<file path="src/agc_pkg.sv">
// package: register map, field layout and decode tables for the front end
package agc_pkg;
  localparam int unsigned SYS_CLK_MHZ = 40;
  localparam int unsigned AW = 8;
  localparam int unsigned DW = 16;
  localparam logic [7:0] ADDR_CTRL = 8'h00;
  localparam logic [7:0] ADDR_STAT = 8'h04;
  localparam logic [7:0] ADDR_LATCH = 8'h08;
  localparam logic [7:0] ADDR_PRI = 8'h12;
  localparam logic [7:0] ADDR_ALT = 8'h16;
  localparam logic [15:0] PRI_RESET = 16'h0000;
  localparam logic [15:0] ALT_RESET = 16'h0000;
  localparam int unsigned CTRL_SEL_BIT = 0;
  localparam int unsigned CTRL_START_BIT = 1;
  localparam int unsigned STAT_DONE_BIT = 0;
  localparam int unsigned G1_LSB = 0;
  localparam int unsigned G2_LSB = 3;
  localparam int unsigned POL_BIT = 6;
  localparam int unsigned RES_LSB = 7;
  localparam int unsigned OFS_LSB = 12;
  localparam int unsigned SHIFT_BIT = 15;
  localparam int unsigned RES_MIN = 12;
  localparam int unsigned RES_MAX = 24;
  localparam logic [3:0] RES_CODE_MAX = 4'hc;
  localparam logic [4:0] G2_X10_BASE = 5'h0b;
  localparam logic [1:0] ADC_GAIN_SHIFT = 2'h2;
  localparam logic [1:0] ADC_GAIN_PLAIN = 2'h1;
  localparam int unsigned CHOP_DIV = 20;

  typedef struct packed {
    logic shift_en;
    logic [2:0] offset;
    logic [3:0] res_code;
    logic polarity;
    logic [2:0] g2;
    logic [2:0] g1;
  } agc_fields_s;

  typedef struct packed {
    logic [7:0] addr;
    logic [15:0] wdata;
    logic wr;
    logic rd;
  } agc_bus_s;

  // split a configuration word; same layout for both words
  function automatic agc_fields_s split_cfg(input logic [15:0] w);
    agc_fields_s f;
    f.shift_en = w[SHIFT_BIT];
    f.offset = w[OFS_LSB +: 3];
    f.res_code = (w[RES_LSB +: 4] > RES_CODE_MAX) ? RES_CODE_MAX
                                                  : w[RES_LSB +: 4];
    f.polarity = w[POL_BIT];
    f.g2 = w[G2_LSB +: 3];
    f.g1 = w[G1_LSB +: 3];
    return f;
  endfunction

  function automatic logic [6:0] g1_value(input logic [2:0] c);
    case (c)
      3'h0: return 7'h06;
      3'h1: return 7'h0c;
      3'h2: return 7'h14;
      3'h3: return 7'h1e;
      3'h4: return 7'h28;
      3'h5: return 7'h3c;
      3'h6: return 7'h50;
      default: return 7'h78;
    endcase
  endfunction

  // offset shift in hundredths of a percent of full scale
  function automatic logic [12:0] ofs_pct_x100(input logic [2:0] c);
    case (c)
      3'h0: return 13'h0000;
      3'h1: return 13'h02a3;
      3'h2: return 13'h04e2;
      3'h3: return 13'h0785;
      3'h4: return 13'h09c4;
      3'h5: return 13'h0c67;
      3'h6: return 13'h0f0a;
      default: return 13'h10e5;
    endcase
  endfunction

  // typical single conversion time in microseconds per resolution code
  function automatic logic [12:0] conv_us(input logic [3:0] c);
    case (c)
      4'h0: return 13'h008c;
      4'h1: return 13'h00b9;
      4'h2: return 13'h00fa;
      4'h3: return 13'h014f;
      4'h4: return 13'h01d6;
      4'h5: return 13'h0280;
      4'h6: return 13'h037a;
      4'h7: return 13'h04e2;
      4'h8: return 13'h06e0;
      4'h9: return 13'h099c;
      4'ha: return 13'h0d98;
      4'hb: return 13'h131a;
      default: return 13'h1b1c;
    endcase
  endfunction
endpackage

</file>
<file path="src/agc_core.sv">
// front end configuration decode, measurement latch and chopper clock
//
// Contract
// - two config words kept; primary used unless alternate selected by command
// - one decode serves whichever word is selected
// - bits 2:0 pick first stage gain 6,12,20,30,40,60,80,120
// - bits 5:3 pick second stage gain 1.1 to 1.8 in 0.1 steps
// - bit 6 set inverts gain by inverting the chopper clock
// - resolution field gives 12 to 24 bits
// - conversion time 140 us at 12 bits up to 6940 us at 24
// - offset shift enabled only when bit 15 is one
// - shift amount comes from bits 14:12
// - active shift adds ADC gain of two to total gain
// - shift off and offset zero gives ADC gain of one
// - offset codes give 0 to 43.25 percent shift of full scale
//
// Design decision made here: the address-and-strobe port.
`timescale 1ns/1ps
`default_nettype none
module agc_core #(
  parameter int unsigned CYC_PER_US = agc_pkg::SYS_CLK_MHZ,
  parameter logic [15:0] PRI_INIT = agc_pkg::PRI_RESET,
  parameter logic [15:0] ALT_INIT = agc_pkg::ALT_RESET
) (
  input wire logic sys_clk,
  input wire logic rstn,
  input wire logic [7:0] reg_addr,
  input wire logic [15:0] reg_wdata,
  input wire logic reg_wr,
  input wire logic reg_rd,
  output logic [15:0] reg_rdata,
  output logic [6:0] g1_gain,
  output logic [4:0] g2_gain_x10,
  output logic chop_clk,
  output logic [4:0] adc_bits,
  output logic adc_shift_en,
  output logic [2:0] adc_offset,
  output logic [12:0] ofs_pct,
  output logic [1:0] adc_gain,
  output logic [12:0] total_gain_x10,
  output logic meas_busy,
  output logic meas_done,
  output logic cfg_invalid
);

  ////////////////////////////////////////////////////////////////////////////
  // register decode
  agc_pkg::agc_bus_s bus;
  assign bus = '{addr: reg_addr, wdata: reg_wdata, wr: reg_wr, rd: reg_rd};

  wire wr_ctrl = bus.wr && (bus.addr == agc_pkg::ADDR_CTRL);
  wire wr_stat = bus.wr && (bus.addr == agc_pkg::ADDR_STAT);
  wire wr_pri = bus.wr && (bus.addr == agc_pkg::ADDR_PRI);
  wire wr_alt = bus.wr && (bus.addr == agc_pkg::ADDR_ALT);

  logic [15:0] pri_q;
  logic [15:0] alt_q;
  logic sel_alt_q;
  logic busy_q;
  logic done_q;
  logic done_flag_q;
  logic [15:0] latch_q;
  logic [23:0] cnt_q;
  logic [4:0] div_q;
  logic phase_q;
  agc_pkg::agc_fields_s act_q;

  ////////////////////////////////////////////////////////////////////////////
  // configuration words and select command
  always_ff @(posedge sys_clk)
  begin
    if (!rstn)
    begin
      pri_q <= PRI_INIT;
      alt_q <= ALT_INIT;
      sel_alt_q <= 1'b0;
    end
    else
    begin
      if (wr_pri)
        pri_q <= bus.wdata;
      if (wr_alt)
        alt_q <= bus.wdata;
      if (wr_ctrl)
        sel_alt_q <= bus.wdata[agc_pkg::CTRL_SEL_BIT];
    end
  end

  wire [15:0] sel_word = sel_alt_q ? alt_q : pri_q;
  agc_pkg::agc_fields_s sel_f;
  assign sel_f = agc_pkg::split_cfg(sel_word);

  ////////////////////////////////////////////////////////////////////////////
  // measurement sequencing
  wire start = wr_ctrl && bus.wdata[agc_pkg::CTRL_START_BIT] && !busy_q;
  wire [31:0] conv_cyc = 32'(agc_pkg::conv_us(sel_f.res_code)) * CYC_PER_US;
  wire finish = busy_q && (cnt_q == 24'h000001);
  wire done_clr = wr_stat && bus.wdata[agc_pkg::STAT_DONE_BIT];

  always_ff @(posedge sys_clk)
  begin
    if (!rstn)
    begin
      busy_q <= 1'b0;
      done_q <= 1'b0;
      done_flag_q <= 1'b0;
      cnt_q <= 24'h000000;
      act_q <= '0;
      latch_q <= 16'h0000;
    end
    else
    begin
      done_q <= finish;
      if (finish)
        done_flag_q <= 1'b1;
      else if (done_clr)
        done_flag_q <= 1'b0;
      if (start)
      begin
        busy_q <= 1'b1;
        act_q <= sel_f;
        latch_q <= sel_word;
        cnt_q <= (conv_cyc == 32'h0) ? 24'h000001 : conv_cyc[23:0];
      end
      else if (busy_q)
      begin
        cnt_q <= cnt_q - 24'h000001;
        if (finish)
          busy_q <= 1'b0;
      end
    end
  end

  ////////////////////////////////////////////////////////////////////////////
  // decoded outputs from the latched fields
  wire shift_on = act_q.shift_en;
  wire [6:0] g1_d = agc_pkg::g1_value(act_q.g1);
  wire [4:0] g2_d = agc_pkg::G2_X10_BASE + 5'(act_q.g2);
  wire [1:0] adcg_d = shift_on ? agc_pkg::ADC_GAIN_SHIFT
                               : agc_pkg::ADC_GAIN_PLAIN;
  wire [12:0] ofs_d = shift_on ? agc_pkg::ofs_pct_x100(act_q.offset)
                               : 13'h0000;
  wire [12:0] tot_d = 13'(g1_d) * 13'(g2_d) * 13'(adcg_d);
  wire [4:0] bits_d = 5'(agc_pkg::RES_MIN) + 5'(act_q.res_code);
  wire bad_d = !act_q.shift_en && (act_q.offset != 3'h0);

  always_ff @(posedge sys_clk)
  begin
    if (!rstn)
    begin
      g1_gain <= 7'h00;
      g2_gain_x10 <= 5'h00;
      adc_bits <= 5'h00;
      adc_shift_en <= 1'b0;
      adc_offset <= 3'h0;
      ofs_pct <= 13'h0000;
      adc_gain <= 2'h0;
      total_gain_x10 <= 13'h0000;
      cfg_invalid <= 1'b0;
    end
    else
    begin
      g1_gain <= g1_d;
      g2_gain_x10 <= g2_d;
      adc_bits <= bits_d;
      adc_shift_en <= shift_on;
      adc_offset <= act_q.offset;
      ofs_pct <= ofs_d;
      adc_gain <= adcg_d;
      total_gain_x10 <= tot_d;
      cfg_invalid <= bad_d;
    end
  end

  assign meas_busy = busy_q;
  assign meas_done = done_q;

  ////////////////////////////////////////////////////////////////////////////
  // chopper clock, inverted for negative polarity
  wire chop_en = (div_q == 5'(agc_pkg::CHOP_DIV - 1));
  wire phase_d = chop_en ? ~phase_q : phase_q;

  always_ff @(posedge sys_clk)
  begin
    if (!rstn)
    begin
      div_q <= 5'h00;
      phase_q <= 1'b0;
      chop_clk <= 1'b0;
    end
    else
    begin
      div_q <= chop_en ? 5'h00 : div_q + 5'h01;
      phase_q <= phase_d;
      chop_clk <= phase_d ^ act_q.polarity;
    end
  end

  ////////////////////////////////////////////////////////////////////////////
  // read port, data in the cycle after the strobe only
  wire [15:0] stat_word = {12'h000, cfg_invalid, sel_alt_q, busy_q,
                           done_flag_q};
  wire [15:0] rd_mux =
    (bus.addr == agc_pkg::ADDR_CTRL) ? {15'h0000, sel_alt_q} :
    (bus.addr == agc_pkg::ADDR_STAT) ? stat_word :
    (bus.addr == agc_pkg::ADDR_LATCH) ? latch_q :
    (bus.addr == agc_pkg::ADDR_PRI) ? pri_q :
    (bus.addr == agc_pkg::ADDR_ALT) ? alt_q : 16'h0000;

  always_ff @(posedge sys_clk)
  begin
    if (!rstn)
      reg_rdata <= 16'h0000;
    else
      reg_rdata <= bus.rd ? rd_mux : 16'h0000;
  end
endmodule
`default_nettype wire

</file>
<file path="config.mk">
export PLATFORM = sky130hd
export DESIGN_NAME = agc_core
export DESIGN_NICKNAME = d
export VERILOG_FILES = /design/src/agc_pkg.sv /design/src/agc_core.sv
export SDC_FILE = /design/constraint.sdc
export NUM_CORES = 1
export LEC_CHECK = 0
export ABC_AREA = 1
export BUFFER_PORTS_ARGS = -buffer_cell sky130_fd_sc_hd__clkbuf_2
export CORE_MARGIN = 2
export CORE_UTILIZATION = 59
export CTS_BUF_LIST = sky130_fd_sc_hd__clkbuf_4 sky130_fd_sc_hd__clkbuf_8 sky130_fd_sc_hd__clkbuf_16
export DETAILED_ROUTE_END_ITERATION = 16
export PLACE_DENSITY = 0.81
export SETUP_SLACK_MARGIN = 0.15
export SLEW_MARGIN = 5
export SYNTH_ARGS = -nofsm -noshare
export SYNTH_HDL_FRONTEND = slang
export SYNTH_SLANG_ARGS = --single-unit
</file>
<file path="constraint.sdc">
create_clock -name sys_clk -period 5.05 [get_ports sys_clk]
set_input_delay 1.01 -clock sys_clk [delete_from_list [all_inputs] [get_ports sys_clk]]
set_output_delay 1.01 -clock sys_clk [all_outputs]
set_load 0.03 [all_outputs]
</file>
# ---- Word-level counts from Yosys, hierarchy flattened
# Memories as Yosys holds them, arrays and structs flattened.
# Cells that the tools add are included.
dict set report word_totals {
  regBits 164
  rom_bits 208
  in_bits 28
  out_inout_bits 69
  word_cells 102
  memories 1
}
dict set report classes {
  add_sub_neg 4
  mul 3
  n_lt_le_gt_ge 1
  n_eq_ne 18
  n_mux 19
  bitwise 4
  reduce_logical 23
}
# name depth word_bits rd rd_clocked_by_memory_dff wr line
set mem_list {}
lappend mem_list {{(no name shown)} 16 13 1 0 0 agc_pkg.sv:88} ;# case (c)
# op n
set ops {}
lappend ops {{one-hot mux 13 bit (7 select lines)} 1}
lappend ops {{two-way mux 16 bit} 4}
lappend ops {{one-hot mux 7 bit (7 select lines)} 1}
lappend ops {{two-way mux 24 bit} 2}
lappend ops {{zero test 32 bit} 1}
lappend ops {{== test 24 x 1 -> 1 bit, second input constant} 1}
lappend ops {{subtractor 24 x 1 -> 24 bit, second input constant} 1}
lappend ops {{two-way mux 19 bit} 1}
lappend ops {{== test 3 bit, second input constant} 6}
lappend ops {{== test 8 x 5 -> 1 bit, second input constant} 2}
lappend ops {{multiplier 13 x 3 -> 16 bit, second input constant} 1}
lappend ops {{multiplier 12 x 2 -> 13 bit} 1}
lappend ops {{== test 3 x 2 -> 1 bit, second input constant} 4}
lappend ops {{multiplier 7 x 5 -> 12 bit} 1}
lappend ops {{logical AND 1 bit} 9}
lappend ops {{== test 8 x 3 -> 1 bit, second input constant} 1}
lappend ops {{== test 8 x 4 -> 1 bit, second input constant} 1}
lappend ops {{zero test 8 bit} 1}
lappend ops {{two-way mux 4 bit} 2}
lappend ops {{two-way mux 1 bit} 7}
lappend ops {{== test 3 x 1 -> 1 bit, second input constant} 2}
lappend ops {{zero test 3 bit} 2}
lappend ops {{adder 4 x 3 -> 5 bit, first input constant} 1}
lappend ops {{adder 4 x 4 -> 5 bit, first input constant} 1}
lappend ops {{other kinds (13)} 18}

# ---- Longest topological paths before layout
# Gate-level depths: netlist (run 1).
# An unclocked memory read counts as a cell.
dict set report depth {
  word_depth 8
  ltp_mapped 30
  ltp_nobuf 29
}

# ---- Worst setup path after synthesis (run 1)
# Ideal clock, no wire load.
dict set report synth_timing {
  kind {reg-to-reg}
  startpoint {register, netlist name latch_q[3]}
  endpoint {register total_gain_x10[11]}
  setup_ns 0.113
  arrival_ns 4.312
  t_required_ns 4.937
  path_slack_ns 0.625
  path_stages_with_launch 27
  path_buffers 2
  synth_period_minus_slack_ns 4.425
  path_cell_list {dfxtp_1 -> clkbuf_1 -> inv_1 -> ha_1 -> inv_1 -> ha_1 -> inv_1 -> nor2_1 -> fa_1 -> inv_1 -> fa_1 -> inv_1 -> fa_1 -> ha_1 -> buf_2 -> a21oi_1 -> nand2_1 -> nand2_1 -> nand3_1 -> o21ai_1 -> nand3_1 -> nor2_2 -> nand2_1 -> nor2_2 -> nand2_1 -> nand2_1 -> nor2_1}
}
# element line
set synth_rtl {}
lappend synth_rtl {{end signal: assignment} agc_core.sv:170} ;# total_gain_x10 <= tot_d;
lappend synth_rtl {{end: declaration} agc_core.sv:40} ;# output logic [12:0] total_gain_x10,

==> out/metrics.cfg, run 1 <==
[sta]
rsz0062_at_grt = false
fin_crit_sh = 0.893
maxSlewViolCount = 0
timing.hold.ws_ns = 0.438
fin_crit_ns = 4.51
finalSetupViolations = 0
fmax_mhz = 222
fin_tns_setup_ns = 0
relSlewSlack = 0.270
fin_skew_ns = 0.00918
worst_pin_slew_ns = 1.09
hold_viol = 0
layout_setup_ws_ns = 0.538

[clock_network]
clkTransAtPathRegs_ns = 0.07
cts_setup_buffers = 0
tritoncts = done
clk_latency_ns = 0.43
cts_max_path_buffers = 2
cts_sinks = 149
cts_root_buf = clkbuf_16
cts-buffers-inserted = 17
htree_levels = 4

[worst_setup_path]
critPathCaptureType = register
slowest_stage = fa_1
cp_max_fo = 7
reg2regPathDepth = 25
slowest_delay_ns = 0.53
cp.depth = 25
critical_path_class = register to register
cp_data_arrival_time_ns = 4.88
path_buf_inv = 6
start_kind = register
crit_path_frequent_cell = nand2_1
cp_top_family = adder cells
worstPathRequired_ns = 5.42

[synth]
syn_avg_cell_area_um2 = 7.19
yosys_warnings = 0
async_flop_share = 0
synth.cell_area_mm2 = 0.00831
synthFlopType = dfxtp_1
ys_seq_elements = 149
syn_inst = 1156
ys_seq_area_frac = 0.359
synth-edff-count = 0
ys_types = 50

[route]
ant_nets = 0
post_drt_wl_per_cell_um = 13.8
vias_per_cell = 5.51
wirelength_mm = 19.6
drt-pass1-iter-count = 6
drtIter0Drc = 641
drc = 0
vias = 7823

[placement]
gp_congestion = 0.900
hpwl_mm = 13.8
placed_area_mm2 = 0.00879
portBuffers = 93
pre_cts_ws_ns = 0.627
place_inst = 1389

[floorplan]
row_count = 43
initial_core_util = 0.601
die_y_um = 123
io_pins = 97
dieArea_mm2 = 0.0150
die_x_um = 123
coreArea_mm2 = 0.0138

[layout]
design_area_mm2 = 0.00942
antenna_cells = 0
fin_util = 0.681
nets = 1320
drive_gt1_frac = 0.134
final_cells = 1421
final_cell_mix = nand2_1, nor2_1, dfxtp_1
layout_commonest_cell = nand2_1
syn_to_final_growth_pct = 13.3
fillers = 1154

[grt]
grt_max_degree = 59
grt_usage = 0.271
antenna_found_initial = 0
overflow = 0
grt_pass1_wl_mm = 32.6
grt_pass1_vias = 6991

[pwr]
ir_drop_v = 0.000235
p_total_mw = 2.62
p_per_area_mw_per_mm2 = 278
leakagePower_nw = 4.48

[outcome]
status = finished clean

[job]
drv_cap = 0

[min_path]
hold_class = register to register
holdPathStages = 2

[cell usage after synthesis, types with 8 or more instances]
| library cell | instances | share of area |
|---|---|---|
| dfxtp_1 | 149 | 0.36 |
| buf_4 | 8 | 0.0072 |
| nand3_1 | 65 | 0.039 |
| inv_1 | 139 | 0.063 |
| ha_1 | 51 | 0.077 |
| buf_2 | 8 | 0.0048 |
| xnor2_1 | 9 | 0.0095 |
| nand2_1 | 204 | 0.092 |
| nand4_1 | 14 | 0.011 |
| nor3_1 | 16 | 0.0096 |
| fa_1 | 13 | 0.031 |
| a221oi_1 | 12 | 0.013 |
| a21oi_1 | 92 | 0.055 |
| nor2_1 | 167 | 0.075 |
| clkbuf_1 | 22 | 0.0099 |
| a31oi_1 | 10 | 0.0075 |
| o21ai_0 | 72 | 0.043 |
| a211oi_1 | 15 | 0.014 |
[sequential cells by signal, summed over array words and instances, names as in the netlist]
| register | flops |
|---|---|
| done_flag_q | 1 |
| cfg_invalid | 1 |
| total_gain_x10 | 12 |
| latch_q | 16 |
| chop_clk | 1 |
| pri_q | 16 |
| adc_bits | 5 |
| g2_gain_x10 | 5 |
| adc_gain | 1 |
| sel_alt_q | 1 |
| div_q | 5 |
| phase_q | 1 |
| meas_done | 1 |
| act_q | 4 |
| reg_rdata | 16 |
| adc_shift_en | 1 |
| alt_q | 16 |
| g1_gain | 6 |
| cnt_q | 24 |
| meas_busy | 1 |
| ofs_pct | 12 |
| adc_offset | 3 |
[timing repair]
item,in CTS,in global routing
gates resized for setup,0,3
endpoints found under the setup margin,0,3
hold buffers,0,0
[path summary, 6_finish.rpt]
| check | startpoint | endpoint | slack (ns) |
|---|---|---|---|
| worst max-delay path | latch_q[3] | total_gain_x10[12] | 0.54 |
| worst min-delay path | act_q[8] | adc_bits[1] | 0.44 |
| worst max register to register | latch_q[3] | total_gain_x10[12] | 0.54 |
| worst min register to register | act_q[8] | adc_bits[1] | 0.44 |
[cell type report]
| type | instances | area [um2] | area share |
|---|---|---|---|
| Clock buffer | 18 | 439 | 0.0466 |
| Timing Repair Buffer | 100 | 518 | 0.0550 |
| Multi-Input combinational cell | 814 | 4520 | 0.480 |
| Clock inverter | 14 | 181 | 0.0193 |
| Tap cell | 180 | 225 | 0.0239 |
| Sequential cell | 149 | 2980 | 0.317 |
| Inverter | 146 | 551 | 0.0585 |
[metal layers]
| layer | GRT usage | vias to the layer above | share of wire |
|---|---|---|---|
| li1 | - | 3938 | - |
| met1 | 0.364 | 3566 | 0.46 |
| met2 | 0.438 | 276 | 0.46 |
| met3 | 0.0488 | 43 | 0.060 |
| met4 | 0.0927 | 0 | 0.022 |
| met5 | 0 | - | 0 |
[worst reg2reg max path, cell delays in order, from the launching register on]
cell,delay [ns]
dfxtp_1,0.31
inv_1,0.11
ha_1,0.16
inv_1,0.04
ha_1,0.29
inv_1,0.15
nor2_1,0.08
fa_1,0.51
inv_1,0.06
fa_1,0.53
inv_1,0.05
fa_1,0.48
ha_1,0.40
a21oi_1,0.21
nand2_1,0.10
nand2_1,0.10
nand3_1,0.07
nand2_1,0.12
nand2_1,0.07
inv_1,0.07
nand2_1,0.08
nor2_1,0.14
nand4_1,0.13
nand2_1,0.07
nand2_1,0.05
nor2_1,0.08
[where the power goes]
group / switching [mW] / internal (mW)
Clock: 0.559 / 0.767
Combinational: 0.0738 / 0.0310
Sequential: 0.00382 / 1.18
[cell families after synthesis]
family          share of synthesized area
xor+xnor                           0.0169
fa+ha+maj                           0.108
compound gates                      0.162
buf+inv                            0.0988
simple gates                        0.255
other cells                      0.000451
flops                               0.359
No activity file was read; power rests on OpenSTA's default activity.
==> inputs of run 2 (changes only) <==
--- a/config.mk
+++ b/config.mk
@@ -7,11 +7,13 @@
 export LEC_CHECK = 0
 export ABC_AREA = 1
 export BUFFER_PORTS_ARGS = -buffer_cell sky130_fd_sc_hd__clkbuf_2
+export CELL_PAD_IN_SITES_DETAIL_PLACEMENT = 2
+export CELL_PAD_IN_SITES_GLOBAL_PLACEMENT = 2
 export CORE_MARGIN = 2
-export CORE_UTILIZATION = 59
+export CORE_UTILIZATION = 33
 export CTS_BUF_LIST = sky130_fd_sc_hd__clkbuf_4 sky130_fd_sc_hd__clkbuf_8 sky130_fd_sc_hd__clkbuf_16
 export DETAILED_ROUTE_END_ITERATION = 16
-export PLACE_DENSITY = 0.81
+export PLACE_DENSITY_LB_ADDON = 0.1
 export SETUP_SLACK_MARGIN = 0.15
 export SLEW_MARGIN = 5
 export SYNTH_ARGS = -nofsm -noshare
==> out/metrics.cfg, run 2 (synthesized netlist as in run 1, its figures left out) <==
[sta]
fmax_mhz = 216  ; -2.4%
fin_tns_setup_ns = 0  ; unchanged
relSlewSlack = 0.325  ; +0.0555
timing.hold.ws_ns = 0.422  ; -0.0162 ns
hold_viol = 0  ; unchanged
finalSetupViolations = 0  ; unchanged
fin_skew_ns = 0.0183  ; +0.00916 ns
rsz0062_at_grt = true
worst_pin_slew_ns = 1.01  ; -0.0854 ns
fin_crit_sh = 0.915  ; +0.0216
fin_crit_ns = 4.62  ; +0.109 ns
maxSlewViolCount = 0  ; unchanged

[grt]
antenna_found_initial = 0  ; unchanged
grt_usage = 0.212  ; -0.0583
grt_max_degree = 50  ; -15%
grt_pass1_wl_mm = 44.7  ; +37%
grt_pass1_vias = 8480  ; +21%
overflow = 0  ; unchanged

[clock_network]
cts_setup_buffers = 0  ; unchanged
tritoncts = done
cts_max_path_buffers = 2  ; unchanged
cts-buffers-inserted = 17  ; unchanged
htree_levels = 4  ; unchanged
cts_root_buf = clkbuf_16
cts_sinks = 149  ; unchanged
clk_latency_ns = 0.44  ; about the same
cts_hold_buf = 0  ; unchanged
clkTransAtPathRegs_ns = 0.09  ; +0.02 ns

[layout]
drive_gt1_frac = 0.143  ; +0.00944
syn_to_final_growth_pct = 16.3
fillers = 2982  ; +160%
nets = 1329  ; +0.68%
final_cells = 1580  ; +11%
design_area_mm2 = 0.00966  ; +2.6%
seq_area_mm2 = 0.00299  ; about the same
top_register = cnt_q
antenna_cells = 0  ; unchanged
fin_util = 0.387  ; -0.294
final_cell_mix = nand2_1, nor2_1, dfxtp_1
largest_reg_flops = 24  ; unchanged
multi_input_area_mm2 = 0.00452  ; +0.14%
layout_commonest_cell = nand2_1

[placement]
portBuffers = 93  ; unchanged
placed_area_mm2 = 0.00904  ; +2.9%
hpwl_mm = 20.0  ; +45%
place_inst = 1548  ; +11%
gp_congestion = 0.827  ; -8.1%

[worst_setup_path]
critical_path_class = register to register
slowest_delay_ns = 0.55  ; +0.02 ns
cp.depth = 24  ; -4.0%
worstPathRequired_ns = 5.38  ; -0.04 ns
r2r-end = total_gain_x10[11]
start_kind = register
crit_end = total_gain_x10[11]
crit_path_frequent_cell = nand2_1
reg2reg_from = latch_q[3]
path_buf_inv = 5  ; -1
worstPathCellList = inv_1 > ha_1 > inv_1 > ha_1 > inv_1 > nor2_1 > fa_1 > inv_1 > fa_1 > inv_1 > fa_1 > ha_1 > a21oi_1 > nand2_1 > nand2_1 > nand2_1 > o21ai_1 > nand3_1 > nor2_2 > nand2_1 > nor2_2 > nand2_1 > nand2_1 > nor2_1
setup.worst_path.start = latch_q[3]
cp_top_family = adder cells
slowest_stage = fa_1
reg2regPathDepth = 24  ; -4.0%
cp_max_fo = 6  ; -1
critPathCaptureType = register
r2r_slack_ns = 0.43  ; -0.11 ns
cp_data_arrival_time_ns = 4.96  ; +0.08 ns

[route]
drt-pass1-iter-count = 4  ; -2
drc = 0  ; unchanged
drtIter0Drc = 294  ; -54%
vias_per_cell = 5.07  ; -7.8%
vias = 8017  ; +2.5%
wirelength_mm = 27.3  ; +40%
ant_nets = 0  ; unchanged
post_drt_wl_per_cell_um = 17.3  ; +26%

[pwr]
leakagePower_nw = 4.52  ; +0.85%
p_per_area_mw_per_mm2 = 270  ; -2.9%
ir_drop_v = 0.000129  ; -45%

[floorplan]
dieArea_mm2 = 0.0265  ; +76%
coreArea_mm2 = 0.0250  ; +81%
initial_core_util = 0.333  ; -0.268
io_pins = 97  ; unchanged
row_count = 58  ; +35%
die_y_um = 163  ; +33%
die_x_um = 163  ; +33%

[min_path]
hold_class = register to register

[outcome]
status = finished clean

[job]
drv_cap = 0  ; unchanged

run 2: cell count changes in the layout (fill, tap and decap cells not counted), sizes merged:
cell / previous run / this run
bufinv: 2 / 0
clkinv: 4 / 8
clkbuf: 111 / 110
inv: 153 / 152
buf: 7 / 16
run 2: what timing repair did:
item | 4_1_cts | 5_1_grt
endpoints found under the setup margin | 0 | 5
gates resized for setup | 0 | 7
hold endpoints to repair | 0 | 0
run 2: report_power, final:
part	internal, mW	total [mW]	switching [mW]
clock	0.672	1.31	0.638
sequential	1.18	1.19	0.00399
combinational	0.0322	0.112	0.0802
run 2: final cells by class:
cell class              count  share of cell area
inverters                 146              0.0570
clock inverters            15              0.0186
flip-flops and latches    149               0.309
repair buffers            109              0.0606
multi-input cells         814               0.468
well taps                 330              0.0427
clock buffers              17              0.0440
run 2: metrics by stage:
stage          power, mW  setup WS (ns)
6_report            2.61          0.429
5_1_grt             2.70         0.0942
4_1_cts             2.64          0.291
3_5_place_dp        1.33          0.463
3_3_place_gp        1.32          0.602
2_1_floorplan       1.28          0.625
run 2: layer usage:
| metal | vias up | track usage | part of all wire |
|---|---|---|---|
| met4 | 0 | 0.0467 | 0.012 |
| li1 | 3957 | - | - |
| met2 | 90 | 0.383 | 0.50 |
| met3 | 20 | 0.0283 | 0.023 |
| met1 | 3950 | 0.271 | 0.47 |
| met5 | - | 0 | 0 |
run 2: how the worst min path moves through the flow:
stage               depth (start not counted)      from          end  slack (ns)
CTS                                         2  act_q[8]  adc_bits[1]        0.43
finish                                      2  act_q[8]  adc_bits[1]        0.42
floorplan                                   2  act_q[7]  adc_bits[0]        0.40
global placement                            2  act_q[8]  adc_bits[1]        0.42
detailed placement                          2  act_q[8]  adc_bits[1]        0.43
global route                                1  div_q[0]     div_q[0]        0.47
run 2: worst reg2reg max path: cells and delay by family (launching register included):
| kind | cells | cell delay [ns] |
|---|---|---|
| adder cells (fa/ha/maj) | 6 | 2.31 |
| flip-flops | 1 | 0.31 |
| buffers and inverters | 5 | 0.41 |
| AND/OR/NAND/NOR | 11 | 1.05 |
| AO/OA/AOI/OAI | 2 | 0.47 |
